<file path="config.mk">
export PLATFORM = sky130hd
export DESIGN_NAME = trc_ctrl
export DESIGN_NICKNAME = d
export VERILOG_FILES = /design/src/trc_pkg.sv /design/src/trc_cadence.sv /design/src/trc_ctrl.sv
export VERILOG_INCLUDE_DIRS = /design/src
export SDC_FILE = /design/constraint.sdc
export NUM_CORES = 1
export LEC_CHECK = 0
export ABC_AREA = 1
export BUFFER_PORTS_ARGS = -buffer_cell sky130_fd_sc_hd__buf_2
export CAP_MARGIN = 15
export CORE_ASPECT_RATIO = 1.4
export CORE_MARGIN = 8
export CORE_UTILIZATION = 53
export DETAILED_ROUTE_END_ITERATION = 10
export GPL_TIMING_DRIVEN = 0
export PLACE_DENSITY = 0.84
export SLEW_MARGIN = 20
export SYNTH_ARGS = -nofsm -noshare
export SYNTH_HDL_FRONTEND = slang
export SYNTH_SLANG_ARGS = --single-unit
</file>
<file path="constraint.sdc">
create_clock -name clk -period 2.4 [get_ports clk]
set_input_delay 0.72 -clock clk [delete_from_list [all_inputs] [get_ports clk]]
set_output_delay 0.72 -clock clk [all_outputs]
set_load 0.05 [all_outputs]
</file>
<file path="src/trc_map.svh">
// Register offsets, field positions, reset values and timing counts of the tone and ringing block.
// Contract
// - Indirect pending bit 0 reads 1 while a transfer is outstanding; read-only.
// - Tone one status bit 7 reads 1 while its output is active.
// - Bit 6 selects reload; cleared, tone one stops after the inactive timer.
// - With reload set, tone one keeps cycling instead of halting.
// - Bit 5 ends tone one at timer expiry or next zero crossing.
// - Bit 4 enables the tone one active-period timer.
// - Bit 3 enables the tone one inactive-period timer.
// - Bit 2 turns tone oscillator one on or off.
// - Bits 1:0 route tone one: none, transmit, receive, both.
// - Tone two status bit 7 shows activity; bit 6 reads zero.
// - Tone two bit 5 chooses zero-crossing or immediate end.
// - Tone two bit 4 enables its active-period timer.
// - Tone two bit 3 enables its inactive-period timer.
// - Tone two bit 2 turns tone oscillator two on or off.
// - Tone two bits 1:0 route it like tone one.
// - Ringing status bit 7 shows activity; bit 6 reads zero.
// - Ringing drives the line only after meeting dc feed; bit 5 reports it.
// - Ringing bit 4 enables the ringing active-period timer.
// - Ringing bit 3 enables the ringing inactive-period timer.
// - Ringing bit 2 reads back whether the ringing oscillator is enabled.
// - Ringing bit 1 adds a dc offset to the ringing waveform.
// - Ringing bit 0 picks sinusoid or trapezoid waveshape.
// - Indirect transfers happen at the next 16 kHz update; address-only is a read.
// - Cadence timers count in steps of 125 us.
`ifndef TRC_MAP_SVH
`define TRC_MAP_SVH

`define TRC_OFF_IND_DLO   8'h1c
`define TRC_OFF_IND_DHI   8'h1d
`define TRC_OFF_IND_ADDR  8'h1e
`define TRC_OFF_IND_STAT  8'h1f
`define TRC_OFF_TONE1     8'h20
`define TRC_OFF_TONE2     8'h21
`define TRC_OFF_RING      8'h22
`define TRC_OFF_RING_RUN  8'h60

`define TRC_BIT_STATUS    7
`define TRC_BIT_RELOAD    6
`define TRC_BIT_ZC        5
`define TRC_BIT_ON_TMR    4
`define TRC_BIT_OFF_TMR   3
`define TRC_BIT_ENABLE    2
`define TRC_BIT_ROUTE_RX  1
`define TRC_BIT_ROUTE_TX  0
`define TRC_BIT_DC_OFS    1
`define TRC_BIT_SHAPE     0

`define TRC_RESET_BYTE    8'h00

`define TRC_CLK_NS        4
`define TRC_CAD_LSB_NS    125000
`define TRC_IND_RATE_HZ   16000
`define TRC_CAD_CYC       ((`TRC_CAD_LSB_NS + `TRC_CLK_NS - 1) / `TRC_CLK_NS)
`define TRC_IND_CYC       ((1000000000 / `TRC_IND_RATE_HZ + `TRC_CLK_NS - 1) / `TRC_CLK_NS)

`endif

</file>
<file path="src/trc_pkg.sv">
// Types shared by the tone and ringing control block.
package trc_pkg;

	typedef enum logic [2:0] {CAD_IDLE, CAD_ON, CAD_WAIT_ZC, CAD_OFF, CAD_DONE} trc_cad_st_type;

	typedef struct packed {
		trc_cad_st_type st;
		logic [15:0]    cnt;
	} trc_cad_type;

	typedef struct packed {
		logic [15:0] on_cnt;
		logic [15:0] off_cnt;
	} trc_period_type;

	typedef struct packed {
		logic tone_one_tx;
		logic tone_one_rx;
		logic tone_two_tx;
		logic tone_two_rx;
	} trc_route_type;

	typedef struct packed {
		logic ring_active;
		logic ring_line_drive;
		logic ring_dc_offset_en;
		logic ring_waveshape_sel;
	} trc_ring_type;

	typedef struct packed {
		logic        go;
		logic        is_write;
		logic [7:0]  indirect_address;
		logic [15:0] indirect_data;
	} trc_ind_req_type;

	typedef struct packed {
		logic [6:0]  t1_ctrl;
		logic [5:0]  t2_ctrl;
		logic        ring_on_timer_en;
		logic        ring_off_timer_en;
		logic        ring_dc_offset_en;
		logic        ring_waveshape_sel;
		logic        ring_osc_enable;
		logic        ring_on_line_flag;
		logic        indirect_pending;
		logic        data_written;
		logic        go;
		logic        is_write;
		logic [15:0] indirect_data;
		logic [7:0]  indirect_address;
		logic [15:0] cad_div;
		logic [15:0] ind_div;
		logic        cad_tick;
		logic        ind_tick;
		logic [7:0]  rdata;
	} trc_regs_type;

endpackage : trc_pkg

</file>
<file path="src/trc_cadence.sv">
// Active and inactive cadence sequencer for one oscillator.
`timescale 1ns/1ps
`include "trc_map.svh"
module trc_cadence
	import trc_pkg::*;
(
	// Clock and reset
	input  wire logic        clk,
	input  wire logic        nrst,
	// Control
	input  wire logic        tick,
	input  wire logic        enable,
	input  wire logic        on_en,
	input  wire logic        off_en,
	input  wire logic        reload,
	input  wire logic        zc_stop,
	input  wire logic        zero_cross,
	input  wire trc_period_type periods,
	// Status
	output logic             active
);

	trc_cad_type s_q, s_d;
	logic        on_exp, off_exp;

	always_comb begin
		on_exp  = on_en && tick && (16'(s_q.cnt + 16'd1) >= periods.on_cnt);
		off_exp = off_en && tick && (16'(s_q.cnt + 16'd1) >= periods.off_cnt);
		s_d = s_q;
		if (!enable) begin
			s_d.st  = CAD_IDLE;
			s_d.cnt = 16'h0000;
		end else begin
			unique case (s_q.st)
				CAD_IDLE: begin
					s_d.st  = CAD_ON;
					s_d.cnt = 16'h0000;
				end
				CAD_ON: begin
					if (on_exp) begin
						s_d.st  = zc_stop ? CAD_WAIT_ZC : CAD_OFF;
						s_d.cnt = 16'h0000;
					end else if (on_en && tick) begin
						s_d.cnt = 16'(s_q.cnt + 16'd1);
					end
				end
				CAD_WAIT_ZC: begin
					if (zero_cross) begin
						s_d.st = CAD_OFF;
					end
				end
				CAD_OFF: begin
					if (off_exp) begin
						s_d.st  = reload ? CAD_ON : CAD_DONE;
						s_d.cnt = 16'h0000;
					end else if (off_en && tick) begin
						s_d.cnt = 16'(s_q.cnt + 16'd1);
					end
				end
				CAD_DONE: s_d = s_q;
			endcase
		end
	end

	always_ff @(posedge clk or negedge nrst) begin
		if (!nrst) begin
			s_q <= '{st: CAD_IDLE, cnt: 16'h0000};
		end else begin
			s_q <= s_d;
		end
	end

	assign active = (s_q.st == CAD_ON) || (s_q.st == CAD_WAIT_ZC);
endmodule : trc_cadence

</file>
<file path="src/trc_ctrl.sv">
// Register bank and cadence control for two tone oscillators and the ringing oscillator.
`timescale 1ns/1ps
`include "trc_map.svh"
module trc_ctrl
	import trc_pkg::*;
#(
	parameter int unsigned CAD_CYCLES = `TRC_CAD_CYC,
	parameter int unsigned IND_CYCLES = `TRC_IND_CYC
)(
	// Clock and reset
	input  wire logic            clk,
	input  wire logic            nrst,
	// Register port
	input  wire logic [7:0]      reg_addr,
	input  wire logic [7:0]      reg_wdata,
	input  wire logic            reg_wr,
	input  wire logic            reg_rd,
	output logic [7:0]           reg_rdata,
	// Cadence periods in 125 us steps
	input  wire trc_period_type  tone_one_periods,
	input  wire trc_period_type  tone_two_periods,
	input  wire trc_period_type  ring_periods,
	// Waveform events
	input  wire logic            tone_one_zero_cross,
	input  wire logic            tone_two_zero_cross,
	input  wire logic            ring_dc_match,
	// Indirect memory engine
	input  wire logic            ind_rd_valid,
	input  wire logic [15:0]     ind_rd_data,
	output trc_ind_req_type      ind_req,
	// Oscillator outputs
	output trc_route_type        route,
	output trc_ring_type         ring
);

	trc_regs_type r_q, r_d;
	logic         tone_one_active;
	logic         tone_two_active;
	logic         ring_active_status;

	// ****************************************
	// Cadence sequencers
	// ****************************************
	trc_cadence u_tone_one (
		.clk        (clk),
		.nrst       (nrst),
		.tick       (r_q.cad_tick),
		.enable     (r_q.t1_ctrl[`TRC_BIT_ENABLE]),
		.on_en      (r_q.t1_ctrl[`TRC_BIT_ON_TMR]),
		.off_en     (r_q.t1_ctrl[`TRC_BIT_OFF_TMR]),
		.reload     (r_q.t1_ctrl[`TRC_BIT_RELOAD]),
		.zc_stop    (r_q.t1_ctrl[`TRC_BIT_ZC]),
		.zero_cross (tone_one_zero_cross),
		.periods    (tone_one_periods),
		.active     (tone_one_active)
	);

	// Only tone one has a reload choice; tone two keeps cycling.
	trc_cadence u_tone_two (
		.clk        (clk),
		.nrst       (nrst),
		.tick       (r_q.cad_tick),
		.enable     (r_q.t2_ctrl[`TRC_BIT_ENABLE]),
		.on_en      (r_q.t2_ctrl[`TRC_BIT_ON_TMR]),
		.off_en     (r_q.t2_ctrl[`TRC_BIT_OFF_TMR]),
		.reload     (1'b1),
		.zc_stop    (r_q.t2_ctrl[`TRC_BIT_ZC]),
		.zero_cross (tone_two_zero_cross),
		.periods    (tone_two_periods),
		.active     (tone_two_active)
	);

	// The ringing waveform always stops at once; the line hand-over is handled below.
	trc_cadence u_ring (
		.clk        (clk),
		.nrst       (nrst),
		.tick       (r_q.cad_tick),
		.enable     (r_q.ring_osc_enable),
		.on_en      (r_q.ring_on_timer_en),
		.off_en     (r_q.ring_off_timer_en),
		.reload     (1'b1),
		.zc_stop    (1'b0),
		.zero_cross (1'b0),
		.periods    (ring_periods),
		.active     (ring_active_status)
	);

	// ****************************************
	// Register and timing logic
	// ****************************************
	always_comb begin
		r_d = r_q;
		r_d.go       = 1'b0;
		r_d.cad_tick = 1'b0;
		r_d.ind_tick = 1'b0;

		// Cadence step divider.
		if (r_q.cad_div == 16'(CAD_CYCLES - 1)) begin
			r_d.cad_div  = 16'h0000;
			r_d.cad_tick = 1'b1;
		end else begin
			r_d.cad_div = 16'(r_q.cad_div + 16'd1);
		end

		// Indirect update divider.
		if (r_q.ind_div == 16'(IND_CYCLES - 1)) begin
			r_d.ind_div  = 16'h0000;
			r_d.ind_tick = 1'b1;
		end else begin
			r_d.ind_div = 16'(r_q.ind_div + 16'd1);
		end

		// An address write in the update cycle is kept for the next update.
		if (r_q.ind_tick && r_q.indirect_pending
			&& !(reg_wr && reg_addr == `TRC_OFF_IND_ADDR)) begin
			r_d.go               = 1'b1;
			r_d.indirect_pending = 1'b0;
		end

		if (ind_rd_valid) begin
			r_d.indirect_data = ind_rd_data;
		end

		// Line hand-over happens only at the dc feed level, both ways.
		if (ring_dc_match) begin
			r_d.ring_on_line_flag = ring_active_status;
		end

		if (reg_wr) begin
			unique case (reg_addr)
				`TRC_OFF_IND_DLO: begin
					r_d.indirect_data[7:0] = reg_wdata;
					r_d.data_written       = 1'b1;
				end
				`TRC_OFF_IND_DHI: begin
					r_d.indirect_data[15:8] = reg_wdata;
					r_d.data_written        = 1'b1;
				end
				`TRC_OFF_IND_ADDR: begin
					r_d.indirect_address = reg_wdata;
					r_d.indirect_pending = 1'b1;
					r_d.is_write         = r_q.data_written;
					r_d.data_written     = 1'b0;
				end
				`TRC_OFF_TONE1: r_d.t1_ctrl = reg_wdata[6:0];
				`TRC_OFF_TONE2: r_d.t2_ctrl = reg_wdata[5:0];
				`TRC_OFF_RING: begin
					r_d.ring_on_timer_en   = reg_wdata[`TRC_BIT_ON_TMR];
					r_d.ring_off_timer_en  = reg_wdata[`TRC_BIT_OFF_TMR];
					r_d.ring_dc_offset_en  = reg_wdata[`TRC_BIT_DC_OFS];
					r_d.ring_waveshape_sel = reg_wdata[`TRC_BIT_SHAPE];
				end
				`TRC_OFF_RING_RUN: r_d.ring_osc_enable = reg_wdata[0];
				default: r_d.rdata = r_q.rdata;
			endcase
		end

		r_d.rdata = `TRC_RESET_BYTE;
		if (reg_rd) begin
			unique case (reg_addr)
				`TRC_OFF_IND_DLO:  r_d.rdata = r_q.indirect_data[7:0];
				`TRC_OFF_IND_DHI:  r_d.rdata = r_q.indirect_data[15:8];
				`TRC_OFF_IND_ADDR: r_d.rdata = r_q.indirect_address;
				`TRC_OFF_IND_STAT: r_d.rdata = {7'h00, r_q.indirect_pending};
				`TRC_OFF_TONE1:    r_d.rdata = {tone_one_active, r_q.t1_ctrl};
				`TRC_OFF_TONE2:    r_d.rdata = {tone_two_active, 1'b0, r_q.t2_ctrl};
				`TRC_OFF_RING:     r_d.rdata = {ring_active_status, 1'b0,
					r_q.ring_on_line_flag, r_q.ring_on_timer_en,
					r_q.ring_off_timer_en, r_q.ring_osc_enable,
					r_q.ring_dc_offset_en, r_q.ring_waveshape_sel};
				`TRC_OFF_RING_RUN: r_d.rdata = {7'h00, r_q.ring_osc_enable};
				default:           r_d.rdata = `TRC_RESET_BYTE;
			endcase
		end
	end

	always_ff @(posedge clk or negedge nrst) begin
		if (!nrst) begin
			r_q <= '0;
		end else begin
			r_q <= r_d;
		end
	end

	// ****************************************
	// Outputs
	// ****************************************
	assign reg_rdata = r_q.rdata;

	assign ind_req.go               = r_q.go;
	assign ind_req.is_write         = r_q.is_write;
	assign ind_req.indirect_address = r_q.indirect_address;
	assign ind_req.indirect_data    = r_q.indirect_data;

	assign route.tone_one_tx = tone_one_active && r_q.t1_ctrl[`TRC_BIT_ROUTE_TX];
	assign route.tone_one_rx = tone_one_active && r_q.t1_ctrl[`TRC_BIT_ROUTE_RX];
	assign route.tone_two_tx = tone_two_active && r_q.t2_ctrl[`TRC_BIT_ROUTE_TX];
	assign route.tone_two_rx = tone_two_active && r_q.t2_ctrl[`TRC_BIT_ROUTE_RX];

	// Holding off the line drive keeps the waveform continuous with the dc feed.
	assign ring.ring_active        = ring_active_status;
	assign ring.ring_line_drive    = r_q.ring_on_line_flag;
	assign ring.ring_dc_offset_en  = r_q.ring_dc_offset_en;
	assign ring.ring_waveshape_sel = r_q.ring_waveshape_sel;
endmodule : trc_ctrl

</file>
Word-level counts from Yosys, hierarchy flattened
Cells that the tools add are included.
{"block": "word_totals", "regBits": 146, "inputBits": 136, "out_inout_bits": 42}
{"block": "op_classes", "add_sub_neg": 5, "order_cmp": 6, "eq_ne": 42, "muxes": 48, "reduce_logical": 41}
{"operator": "16-bit 2-to-1 mux", "n": 15}
{"operator": "16-bit one-hot mux with 3 select lines", "n": 3}
{"operator": "16-bit greater-or-equal comparator", "n": 6}
{"operator": "16-bit by 1-bit adder with 16-bit output, second input constant", "n": 5}
{"operator": "8-bit one-hot mux with 8 select lines", "n": 1}
{"operator": "19-bit 2-to-1 mux", "n": 3}
{"operator": "8-bit by 5-bit equality test with 1-bit output, second input constant", "n": 4}
{"operator": "8-bit 2-to-1 mux", "n": 4}
{"operator": "3-bit 2-to-1 mux", "n": 9}
{"operator": "8-bit by 6-bit equality test with 1-bit output, second input constant", "n": 3}
{"operator": "24-bit 2-to-1 mux", "n": 1}
{"operator": "4-bit by 2-bit inequality test with 1-bit output, second input constant", "n": 6}
{"operator": "3-bit one-hot mux with 4 select lines", "n": 2}
{"operator": "1-bit logical AND", "n": 19}
{"operator": "3-bit by 2-bit equality test with 1-bit output, second input constant", "n": 6}
{"operator": "3-bit by 2-bit inequality test with 1-bit output, second input constant", "n": 6}
{"operator": "16-bit by 14-bit equality test with 1-bit output, second input constant", "n": 1}
{"operator": "16-bit by 15-bit equality test with 1-bit output, second input constant", "n": 1}
{"operator": "4-bit by 1-bit inequality test with 1-bit output, second input constant", "n": 3}
{"operator": "2-bit AND reduction", "n": 6}
{"operator": "3-bit AND reduction", "n": 4}
{"operator": "3-bit by 1-bit equality test with 1-bit output, second input constant", "n": 3}
{"operator": "3-bit equality test, second input constant", "n": 3}
{"operator": "3-bit logical NOT", "n": 3}
{"operator": "12 further kinds", "n": 25}

Depth between registers and ports, before layout
Gate-level depths: netlist of the first run.
{"block": "depth", "ltp_word": 7, "depth_mapped": 23, "ltp_nobuf": 22}

Cells and area by module
From an unflattened synthesis of the first run, not the netlist that was laid out.
{"block": "hier_totals", "cells_unflattened": 1537, "hier_area_um2": 11349.6}
{"mod": "trc_cadence", "n_inst": 3, "cells_per_inst": 312, "area_each_um2": 2085.8, "seq_area_each_um2": 475.5}
{"mod": "trc_ctrl", "n_inst": 1, "cells_per_inst": 601, "area_each_um2": 5092.4, "seq_area_each_um2": 2227.1}

Least setup slack after synthesis of the first run
No wires, ideal clock.
{"block": "synth_path", "path_kind": "register to register", "startpoint": "register u_ring.s_q[0] (netlist name)", "endpoint": "register u_ring.s_q[5] (netlist name)", "setup_ns": 0.117, "t_arrival_ns": 2.445, "t_required_ns": 2.283, "path_slack_ns": -0.163, "path_stages_with_launch": 22, "n_path_buf": 1, "period_less_slack_ns": 2.563, "cell_sequence": "dfrtp_1 ha_1 nand3_1 inv_1 nand2_1 nor3_1 or2_2 nand2_1 inv_1 ha_1 nand4_1 nor2_1 nand2_1 inv_1 nand2_1 nand2_1 nand2_1 nand2_1 nand2_2 buf_2 nand3_1 nand2_1"}
{"block": "synth_via", "elab_chain_cells": 6}
{"element": "start: declaration", "line_no": "trc_cadence.sv:23", "source": "trc_cad_type s_q, s_d;"}
{"element": "start signal: assignment", "line_no": "trc_cadence.sv:67", "source": "s_q <= '{st: CAD_IDLE, cnt: 16'h0000};"}
{"element": "16-bit by 1-bit adder with 16-bit output (*)"}
{"element": "16-bit greater-or-equal comparator, on equally long branches", "line_no": "trc_cadence.sv:28, trc_cadence.sv:27"}
{"element": "1-bit logical AND, on equally long branches", "line_no": "trc_cadence.sv:28, trc_cadence.sv:27"}
{"element": "16-bit 2-to-1 mux, on equally long branches", "line_no": "trc_cadence.sv:53, trc_cadence.sv:40"}
{"element": "16-bit one-hot mux with 3 select lines", "line_no": "trc_cadence.sv:34", "source": "unique case (s_q.st)"}
{"element": "19-bit 2-to-1 mux", "line_no": "trc_cadence.sv:30", "source": "if (!enable) begin"}
Every way passes the cells marked *; elsewhere a longest branch is shown, timed or not. The select of a mux whose other input is x is not followed.
A chain may end at the register's enable or synchronous reset.

Worst setup path in the final report of the first run
{"block": "layout_path", "startpoint": "register u_tone_one.s_q[6] (netlist name)", "endpoint": "register u_tone_one.s_q[7] (netlist name)"}
{"block": "layout_via", "elab_chain_cells": 6}
{"element": "start: declaration", "line_no": "trc_cadence.sv:23"}
{"element": "start signal: assignment", "line_no": "trc_cadence.sv:67"}
{"element": "16-bit by 1-bit adder with 16-bit output (*)"}
{"element": "16-bit greater-or-equal comparator, on equally long branches", "line_no": "trc_cadence.sv:28, trc_cadence.sv:27"}
{"element": "1-bit logical AND, on equally long branches", "line_no": "trc_cadence.sv:28, trc_cadence.sv:27"}
{"element": "16-bit 2-to-1 mux, on equally long branches", "line_no": "trc_cadence.sv:53, trc_cadence.sv:40"}
{"element": "16-bit one-hot mux with 3 select lines", "line_no": "trc_cadence.sv:34"}
{"element": "19-bit 2-to-1 mux", "line_no": "trc_cadence.sv:30"}
Marked as above.

==> flow_metrics.py, run 1 <==
metrics = {
    "timing": {
        "worstMarginPinSlew_ns": 0.641,
        "holdWs_ns": 0.193,
        "tns_ns": -26.85,
        "max-slew-margin-rel": 0.569,
        "rsz0062_at_grt": "yes",
        "slew_violations": 0,
        "finalSetupViolCount": 55,
        "clock.fmax_mhz": 317,
        "finClkSkew_ns": 0.0186,
        "hold_viol_final": 0,
        "fin_crit_ns": 3.16,
        "timing.final.crit_share": 1.32,
        "fin_ws_ns": -0.759,
    },
    "yosys": {
        "synth_edf_count": 0,
        "syn_area_sq_mm": 0.0110,
        "synth-seq-area-share": 0.328,
        "synthCells": 1545,
        "synth_cell_types": 49,
        "synthFlopType": "dfrtp_1",
        "synth_nets": 1792,
        "avgSynthCellArea_sq_um": 7.10,
        "synth-seq-cells": 144,
        "ys_async_sr_fraction": 1.00,
        "ys_warn_count": 0,
    },
    "clock_network": {
        "htree_levels": 4,
        "cts_root_buffer": "clkbuf_16",
        "clock_latency_ns": 0.44,
        "path_clk_slew_ns": 0.07,
        "numCtsBuffers": 17,
        "clock-sinks": 144,
        "cts_buffer_depth": 2,
        "cts_hold_buffers": 0,
        "tritoncts": "yes",
    },
    "power": {
        "ir_drop_uv": 558,
        "power.density_mw_per_mm2": 499,
        "cellLeakagePower_nw": 8.39,
    },
    "critical_path": {
        "critPathMaxFanout": 5,
        "crit_top_cell": "nand2_2",
        "path_class": "flip-flop to flip-flop",
        "cp_slowest_cell": "dfrtp_1",
        "startpoint_type": "flip-flop",
        "critPathCaptureType": "flip-flop",
        "critPathMaxStageDelay_ns": 0.35,
        "required_ns": 2.72,
        "path_cells": "inv_1, nor3_4, buf_4, nand3_1, xor2_2, inv_1, ha_4, nand4_1, nor2_2, nand2_2, inv_2, nand2_2, nand2_2, nand2_2, nand2_2, nand2_4, buf_6, nand3_2, nand2_1",
        "crit_arrival_ns": 3.48,
    },
    "die": {
        "start_util": 0.538,
        "rows": 62,
        "boundaryPins": 178,
        "die_w_microns": 138,
        "die_area_sq_mm": 0.0256,
        "core_sq_mm": 0.0204,
        "die_y_microns": 186,
    },
    "global_routing": {
        "gr-total-overflow": 0,
        "grt_antenna_before_repair": 0,
        "grt_pass1_wl_microns": 53100,
        "grt_max_degree": 99,
        "grt_pass1_vias": 11600,
        "grt_usage": 0.257,
    },
    "outcome": {
        "status": "finished with violations",
        "violations": "negative setup slack",
    },
    "finish": {
        "diodes": 0,
        "final_core_util": 0.728,
        "num-fill-cells": 1408,
        "layout-drive-gt1-share": 0.343,
        "nets": 2078,
        "syn_to_final_growth_pct": 35.3,
    },
    "routing": {
        "drtIter0Drc": 1044,
        "vias": 11700,
        "wl_per_cell_microns": 17.5,
        "dr.pass1.iters": 5,
        "drc": 0,
        "final_antenna_net_count": 0,
        "via_per_inst": 5.60,
        "wirelength_microns": 36700,
    },
    "place": {
        "dp_hpwl_microns": 22600,
        "post-place-ws_ns": -0.608,
        "gp_congestion": 0.928,
        "portBuffers": 177,
    },
    "flow_run": {
        "cap_viol_max_count": 0,
    },
    "min_path": {
        "hold_class": "input pin to asynchronous set/reset pin",
    },
}
-- placed cells by master (no fill, tap or decap), types with 7 or more instances in the layout --
cell type,count
clkbuf_1,7
o22ai_1,7
dfrtp_2,12
clkbuf_16,17
nor3_2,9
buf_4,115
o21ai_0,79
inv_1,272
nand3_2,42
nand3_1,27
nor2_4,12
nand2_2,60
nor3_4,7
ha_4,30
xor2_1,27
ha_1,80
nor3_1,11
nand2_4,19
nor2_2,17
nand2_1,347
xor2_2,9
buf_6,20
nor2_1,90
nand4_1,37
dfrtp_1,132
a21oi_1,56
buf_2,176
o21ai_1,7
inv_2,33
-- layout make-up --
| cell class | count | area [sq um] | share of cell area |
|---|---|---|---|
| flip-flops and latches | 144 | 3620 | 0.244 |
| clock inverters | 9 | 109 | 0.00733 |
| clock buffers | 21 | 470 | 0.0317 |
| well taps | 256 | 320 | 0.0216 |
| plain buffers | 55 | 400 | 0.0270 |
| repair buffers | 268 | 1710 | 0.115 |
| inverters | 307 | 1160 | 0.0780 |
| multi-input cells | 1038 | 7060 | 0.475 |
-- layer usage --
layer	wire length [microns]	up-vias	part of all wire	global-route usage
li1	-	5389	-	-
met1	13400	5513	0.36	0.269
met2	18700	650	0.51	0.460
met3	2500	190	0.068	0.0551
met4	2200	0	0.060	0.159
met5	0	-	0	0
-- critical path: cells and delay by family (launching register included) --
family / cells / cell delay [ns]
xor+xnor: 1 / 0.25
fa+ha+maj: 1 / 0.31
buf+inv: 5 / 0.73
flops: 1 / 0.35
simple gates: 12 / 1.38
-- final timing paths --
check	start	endpoint	slack, ns	cells after the start
worst max-delay path	u_tone_one.s_q[6]	u_tone_one.s_q[7]	-0.76	19
worst min-delay path	nrst	ind_req[0]	0.19	1
worst max register to register	u_tone_one.s_q[6]	u_tone_one.s_q[7]	-0.76	19
worst min register to register	r_q[41]	r_q[41]	0.47	1
max in group asynchronous	nrst	u_ring.s_q[1]	1.34	2
min in group clk	r_q[41]	r_q[41]	0.47	1
-- synth_stat cells (2+ instances only) --
master	instances	area share
xor2_1	37	0.030
nor3b_1	3	0.0021
a21oi_1	62	0.028
a221oi_1	3	0.0024
buf_6	2	0.0021
nand3_1	72	0.033
xnor2_1	5	0.0040
o21ai_1	2	0.00091
o2111ai_1	2	0.0016
clkbuf_1	6	0.0021
inv_1	300	0.10
nor2_4	4	0.0041
ha_1	111	0.13
nand2_1	417	0.14
inv_2	7	0.0024
o21ai_0	89	0.041
and3_1	3	0.0017
nor2_2	6	0.0034
a21o_1	3	0.0021
nand2_2	8	0.0046
buf_2	8	0.0036
nor4_1	4	0.0023
nor2_1	109	0.037
o22ai_1	7	0.0040
nor3_1	19	0.0087
buf_4	40	0.027
or2_2	4	0.0023
o21a_1	2	0.0014
dfrtp_1	144	0.33
nor3_2	8	0.0073
nand4_1	37	0.021
and2_1	2	0.0011
nand3_2	3	0.0027
-- through the flow --
step / std cells / instance area, sq um / power [mW]
2_1_floorplan: 1545 / 11100 / 3.76
3_3_place_gp: 1978 / 12300 / 4.23
3_5_place_dp: 1979 / 12300 / 4.29
4_1_cts: 2067 / 14000 / 7.20
5_1_grt: 2098 / 14800 / 7.71
6_report: 2098 / 14800 / 7.41
-- state kept, by name (all words and copies together), names as in the netlist --
signal	cells
r_q	52
ind_req	26
u_tone_one.s_q	19
u_ring.s_q	18
u_tone_two.s_q	18
reg_rdata	8
ring	3
-- power by group --
group          switching (mW)  total [mW]  internal, mW
sequential             0.0995        2.63          2.53
combinational            1.31        2.10         0.789
clock                    1.08        2.68          1.60
total                    2.48        7.41          4.92
-- logic make-up (layout without fill, tap and decap cells) --
group,after synthesis,in the layout,share of synthesized area
xor+xnor,42,42,0.0335
flops,144,144,0.328
buf+inv,363,660,0.140
fa+ha+maj,111,111,0.127
simple gates,706,706,0.283
compound gates,177,177,0.0861
mux,2,2,0.00239
-- repair_timing --
item | CTS | global route
endpoints found under the setup margin | 60 | 59
resized for setup | 136 | 164
setup buffers | 55 | 32
pin swaps | 65 | 91
gates cloned | 3 | 0
(Power assumes the default switching activity.)
==> inputs of run 2 (changes only) <==
Settings changed: ABC_AREA 1 to 0, CORE_UTILIZATION 53 to 52, PLACE_DENSITY 0.84 to 0.83.
==> run 2 against run 1 <==
Compared with the run above:
- the run still ends with negative setup slack left
- combinational power down 50%
- wire length down 12%
- global-route usage down 1.4 points
- via count down 16%
- clock power down 7%
- power down 18%
- critical path depth down 4
- non-clock buffer count up 11
- sequential cell count unchanged
- critical endpoint is now u_tone_one.s_q[18]
- highest routed layer unchanged
==> flow_metrics.py, run 2 <==
metrics = {
    "outcome": {
        "status": "finished with violations",
        "violations": "negative setup slack",
    },
    "yosys": {
        "synth_top_family_by_area": "simple AND/OR/NAND/NOR gates",
        "synth-seq-area-share": 0.350,
        "synth_cell_types": 74,
        "synth_nets": 1395,
        "synth_xor_area_frac": 0.0579,
        "ys_async_sr_fraction": 1.00,
        "synth.most_common_cell": "dfrtp_1",
        "synth-seq-cells": 144,
        "synthMuxAreaShare": 0.0531,
        "synthAdderAreaFrac": 0.135,
        "avgSynthCellArea_sq_um": 8.97,
        "ys_warn_count": 0,
        "synth_edf_count": 0,
        "synthSimpleGateAreaFrac": 0.188,
        "yosysTopAreaCellShare": 0.350,
        "synthFlopType": "dfrtp_1",
        "synth_area_leader_cell": "dfrtp_1",
        "synthCells": 1148,
        "syn_area_sq_mm": 0.0103,
        "synth_common_cells": "dfrtp_1 (144), inv_1 (117), ha_1 (111)",
        "synthTopCellsByArea": "dfrtp_1 (35%), ha_1 (13%), inv_1 (4.3%), nand3_1 (3.7%), nand2_1 (3.4%)",
        "synth_compound_area_frac": 0.128,
    },
    "finish": {
        "largest_reg_flops": 52,
        "multi_input_area_sq_mm": 0.00685,
        "syn_to_final_growth_pct": 35.2,
        "seq_area_sq_mm": 0.00362,
        "num-fill-cells": 1393,
        "nets": 1669,
        "fin_area_sq_mm": 0.0139,
        "mostFrequentLayoutCell": "buf_2",
        "regMostFlops": "r_q",
        "final_cell_mix": "buf_2 (173), dfrtp_1 (132), inv_1 (116), buf_4 (111), ha_1 (101)",
        "layout-drive-gt1-share": 0.375,
    },
    "die": {
        "rows": 61,
        "core_sq_mm": 0.0196,
        "die_w_microns": 135,
        "start_util": 0.525,
        "die_y_microns": 182,
        "boundaryPins": 178,
        "die_area_sq_mm": 0.0246,
    },
    "clock_network": {
        "cts_root_buffer": "clkbuf_16",
        "numCtsBuffers": 17,
        "htree_levels": 4,
        "path_clk_slew_ns": 0.06,
        "cts_hold_buffers": 0,
        "clock_latency_ns": 0.42,
        "tritoncts": "yes",
        "clock-sinks": 144,
        "cts_buffer_depth": 2,
    },
    "flow_run": {
        "cap_viol_max_count": 0,
    },
    "timing": {
        "fin_crit_ns": 3.57,
        "max-slew-margin-rel": 0.299,
        "rsz0062_at_grt": "yes",
        "timing.final.crit_share": 1.49,
        "hold_viol_final": 0,
        "finalSetupViolCount": 55,
        "worstMarginPinSlew_ns": 1.05,
        "fin_ws_ns": -1.17,
        "finClkSkew_ns": 0.0164,
        "clock.fmax_mhz": 280,
        "slew_violations": 0,
    },
    "routing": {
        "drtIter0Drc": 805,
        "final_antenna_net_count": 0,
        "vias": 9890,
        "dr.pass1.iters": 6,
        "drc": 0,
        "via_per_inst": 5.86,
        "wl_per_cell_microns": 19.2,
        "wirelength_microns": 32400,
    },
    "global_routing": {
        "grt_max_degree": 91,
        "grt_pass1_vias": 9914,
        "grt_antenna_before_repair": 1,
        "grt_pass1_wl_microns": 48200,
        "grt_usage": 0.244,
        "gr-total-overflow": 0,
    },
    "critical_path": {
        "crit_arrival_ns": 3.87,
        "startpoint_type": "flip-flop",
        "path_class": "flip-flop to flip-flop",
        "critPathCaptureType": "flip-flop",
        "critPathMaxFanout": 4,
        "r2r-start": "u_tone_one.s_q[0]",
        "required_ns": 2.70,
        "crit_path_start": "u_tone_one.s_q[0]",
    },
    "place": {
        "post-place-ws_ns": -1.69,
        "gp_congestion": 0.866,
        "portBuffers": 175,
        "dp_hpwl_microns": 21700,
        "place_area_sq_mm": 0.0117,
    },
    "power": {
        "cellLeakagePower_nw": 6.92,
        "power.density_mw_per_mm2": 435,
        "ir_drop_uv": 440,
    },
    "min_path": {
        "hold_class": "input pin to asynchronous set/reset pin",
    },
}
==> run 2: power by group <==
group | switching [mW] | total [mW] | internal (mW)
registers | 0.0527 | 2.54 | 2.48
logic | 0.613 | 1.04 | 0.427
clock network | 1.07 | 2.49 | 1.42
total | 1.73 | 6.06 | 4.33
==> run 2: area by class of cell <==
class	count	share of cell area
Tap cell	252	0.0227
Multi-Input combinational cell	808	0.492
Sequential cell	144	0.260
Clock buffer	18	0.0308
Inverter	117	0.0316
Buffer	73	0.0341
Clock inverter	14	0.00854
Antenna cell	1	0.000180
Timing Repair Buffer	261	0.120
==> run 2: per-stage QoR <==
step / total power, mW / hold WS (ns) / setup TNS, ns / instances / util
2_1_floorplan: 3.10 / 0.416 / -38.41 / 1148 / -
3_3_place_gp: 3.40 / 0.431 / -304.01 / 1575 / 0.596
3_5_place_dp: 3.44 / 0.443 / -93.19 / 1576 / 0.598
4_1_cts: 6.00 / 0.229 / -52.77 / 1664 / 0.680
5_1_grt: 6.28 / 0.233 / -61.57 / 1688 / 0.710
6_report: 6.06 / 0.210 / -55.26 / 1688 / 0.710
==> run 2: cells by family after synthesis <==
group,after synthesis
and+or+nand+nor,374
AOI/OAI and AO/OA,204
buffers and inverters,196
DFF,144
adders and majority gates,111
xor gates and xnor gates,68
muxes,51
==> run 2: timing repair <==
item                                    CTS  global route
endpoints found under the setup margin   91            78
pin swaps                                49            45
cloned                                    2             0
gates resized for setup                 111            75
buffers inserted                         56            30
==> run 2: critical path: stages (launching register included) <==
cell	delay (ns)
dfrtp_2	0.42
ha_4	0.15
and3_4	0.17
and3_4	0.19
and4_4	0.26
nor3b_4	0.24
xor2_2	0.23
buf_4	0.16
ha_4	0.20
o21ai_4	0.16
o22ai_2	0.13
nor4_4	0.29
o211ai_1	0.25
and3_4	0.28
buf_8	0.13
a32o_1	0.20
==> run 2: per-layer routing <==
metal | vias to the layer above | GRT usage | part of all wire
li1 | 4557 | - | -
met1 | 4800 | 0.258 | 0.36
met2 | 425 | 0.445 | 0.53
met3 | 108 | 0.0490 | 0.064
met4 | 0 | 0.121 | 0.040
met5 | - | 0 | 0
==> run 2: path summary, 6_finish.rpt <==
path                                       to  slack (ns)  cells after the start
max                        u_tone_one.s_q[18]       -1.17                     15
min                        u_tone_two.s_q[11]        0.21                      1
max reg2reg                u_tone_one.s_q[18]       -1.17                     15
min reg2reg                           r_q[69]        0.47                      1
max in group asynchronous       u_ring.s_q[0]        1.38                      2
min in group clk                      r_q[69]        0.47                      1
==> inputs of run 3 (changes only) <==
Settings changed: SKIP_LAST_GASP set to 1.
==> run 3 against run 2 <==
Compared with the run above:
- the flow still finishes with violations (negative setup slack)
- register-to-register slack about the same
- sequential share of layout area about the same
- cell count unchanged
- hold slack improved by 0.0024 ns
- fmax decreased by 0.24%
- clock-buffer cell count unchanged
- clock skew increased by 0.0014 ns
- sequential cell count unchanged
- via count decreased by 0.30%
- clock power about the same
- die area unchanged
- critical path depth unchanged
==> flow_metrics.py, run 3 (same netlist as run 2, synthesis figures left out) <==
metrics = {
    "finish": {
        "regMostFlops": "r_q",
        "final_cells": 1688,
        "syn_to_final_growth_pct": 35.4,
        "fin_area_sq_mm": 0.0139,
        "final_cell_mix": "buf_2 (173), dfrtp_1 (132), inv_1 (116), buf_4 (110), ha_1 (101)",
        "nets": 1669,
        "largest_reg_flops": 52,
        "mostFrequentLayoutCell": "buf_2",
        "layout-drive-gt1-share": 0.374,
    },
    "routing": {
        "drc": 0,
        "drtIter0Drc": 783,
        "wl_per_cell_microns": 19.2,
        "vias": 9860,
        "wirelength_microns": 32400,
        "via_per_inst": 5.84,
        "final_antenna_net_count": 0,
        "dr.pass1.iters": 5,
    },
    "flow_run": {
        "cap_viol_max_count": 0,
    },
    "timing": {
        "fin_ws_ns": -1.18,
        "worstMarginPinSlew_ns": 1.03,
        "clock.fmax_mhz": 279,
        "hold_viol_final": 0,
        "fin_crit_ns": 3.58,
        "finClkSkew_ns": 0.0178,
        "timing.final.crit_share": 1.49,
        "rsz0062_at_grt": "yes",
        "finalSetupViolCount": 55,
        "slew_violations": 0,
        "max-slew-margin-rel": 0.315,
    },
    "die": {
        "core_sq_mm": 0.0196,
        "die_y_microns": 182,
        "boundaryPins": 178,
        "die_w_microns": 135,
        "start_util": 0.525,
        "die_area_sq_mm": 0.0246,
        "rows": 61,
    },
    "global_routing": {
        "gr-total-overflow": 0,
        "grt_usage": 0.244,
        "grt_max_degree": 91,
        "grt_pass1_vias": 9904,
        "grt_pass1_wl_microns": 48300,
        "grt_antenna_before_repair": 1,
    },
    "power": {
        "power_frac_seq": 0.418,
        "internal-power_mw": 4.33,
        "switching_share": 0.285,
        "ir_drop_uv": 442,
        "pwr-share-clk": 0.410,
        "p_sw_mw": 1.73,
        "power.density_mw_per_mm2": 435,
        "cellLeakagePower_nw": 6.93,
        "p_comb_frac": 0.172,
    },
    "place": {
        "gp_congestion": 0.866,
        "portBuffers": 175,
        "dp_cells": 1576,
        "dp_hpwl_microns": 21700,
        "place_area_sq_mm": 0.0117,
    },
    "clock_network": {
        "htree_levels": 4,
        "clock_latency_ns": 0.42,
        "path_clk_slew_ns": 0.06,
        "clock-sinks": 144,
        "cts_root_buffer": "clkbuf_16",
        "numCtsBuffers": 17,
        "tritoncts": "yes",
        "cts_buffer_depth": 2,
    },
    "critical_path": {
        "critPathCaptureType": "flip-flop",
        "required_ns": 2.70,
        "critPathMaxFanout": 4,
        "startpoint_type": "flip-flop",
        "crit_arrival_ns": 3.88,
        "ff2ff_setup_slack_ns": -1.18,
        "path_class": "flip-flop to flip-flop",
    },
    "outcome": {
        "violations": "negative setup slack",
        "status": "finished with violations",
    },
    "min_path": {
        "hold_class": "input pin to asynchronous set/reset pin",
    },
}
-- run 3: changes by cell type in the layout (fill, tap and decap cells not counted) --
cell	delta
buf_4	-1
nor3_1	+1
a21oi_2	-1
a21oi_1	+1
nor3_2	-1
nor4_2	+1
buf_16	+1
nor4_1	-1
-- run 3: routing by layer --
| metal | global-route usage | up-vias | part of all wire |
|---|---|---|---|
| li1 | - | 4558 | - |
| met1 | 0.259 | 4779 | 0.37 |
| met2 | 0.446 | 422 | 0.53 |
| met3 | 0.0495 | 101 | 0.062 |
| met4 | 0.119 | 0 | 0.036 |
| met5 | 0 | - | 0 |
-- run 3: what timing repair did --
action / in CTS / in global routing
hold buffers: 0 / 0
endpoints found under the setup margin: 91 / 78
resized for setup: 109 / 76
pin swaps: 48 / 35
setup buffers: 56 / 29
gates cloned: 2 / 0
-- run 3: path summary, 6_finish.rpt --
kind,depth (start not counted),from,to
max,15,u_tone_one.s_q[1],u_tone_one.s_q[18]
min,1,nrst,u_tone_two.s_q[11]
min reg2reg,1,r_q[8],r_q[69]
max in group asynchronous,2,nrst,u_ring.s_q[2]
min in group clk,1,r_q[8],r_q[69]
max reg2reg,15,u_tone_one.s_q[1],u_tone_one.s_q[18]
-- run 3: worst max-delay path, stage by stage, from the launching register on --
cell and delay, ns:
dfrtp_2 0.42, ha_4 0.15, and3_4 0.17, and3_4 0.19, and4_4 0.25, nor3b_4 0.25, xor2_2 0.24, buf_4 0.16
ha_4 0.20, a41oi_1 0.26, o21ai_1 0.18, a31oi_1 0.34, nor2_1 0.09, and3_4 0.22, buf_8 0.13, a32o_1 0.20
-- run 3: area by class of cell --
| cell class | instances | area [sq um] |
|---|---|---|
| multi-input cells | 808 | 6850 |
| fillers | 1383 | 5680 |
| flip-flops and latches | 144 | 3620 |
| repair buffers | 261 | 1690 |
| plain buffers | 73 | 474 |
| inverters | 117 | 439 |
| clock buffers | 18 | 429 |
| well taps | 252 | 315 |
| clock inverters | 14 | 119 |
| diodes | 1 | 2.50 |
-- run 3: power groups by stage --
stage / combinational, mW / clock [mW] / sequential (mW)
after detailed placement: 0.857 / 0 / 2.58
after floorplan: 0.537 / 0 / 2.56
after CTS: 0.974 / 2.49 / 2.53
after global routing: 1.12 / 2.62 / 2.54
after global placement: 0.829 / 0 / 2.57
final: 1.04 / 2.48 / 2.54
-- run 3: metrics by stage --
stage	util	setup TNS (ns)	setup slack, ns	total power [mW]	hold WS, ns
after floorplan	-	-38.41	-0.982	3.10	0.416
after global placement	0.596	-304.01	-1.76	3.40	0.431
after detailed placement	0.598	-93.19	-1.69	3.44	0.443
after CTS	0.680	-52.88	-1.11	5.99	0.229
after global routing	0.711	-61.66	-1.26	6.28	0.234
final	0.711	-55.98	-1.18	6.06	0.213
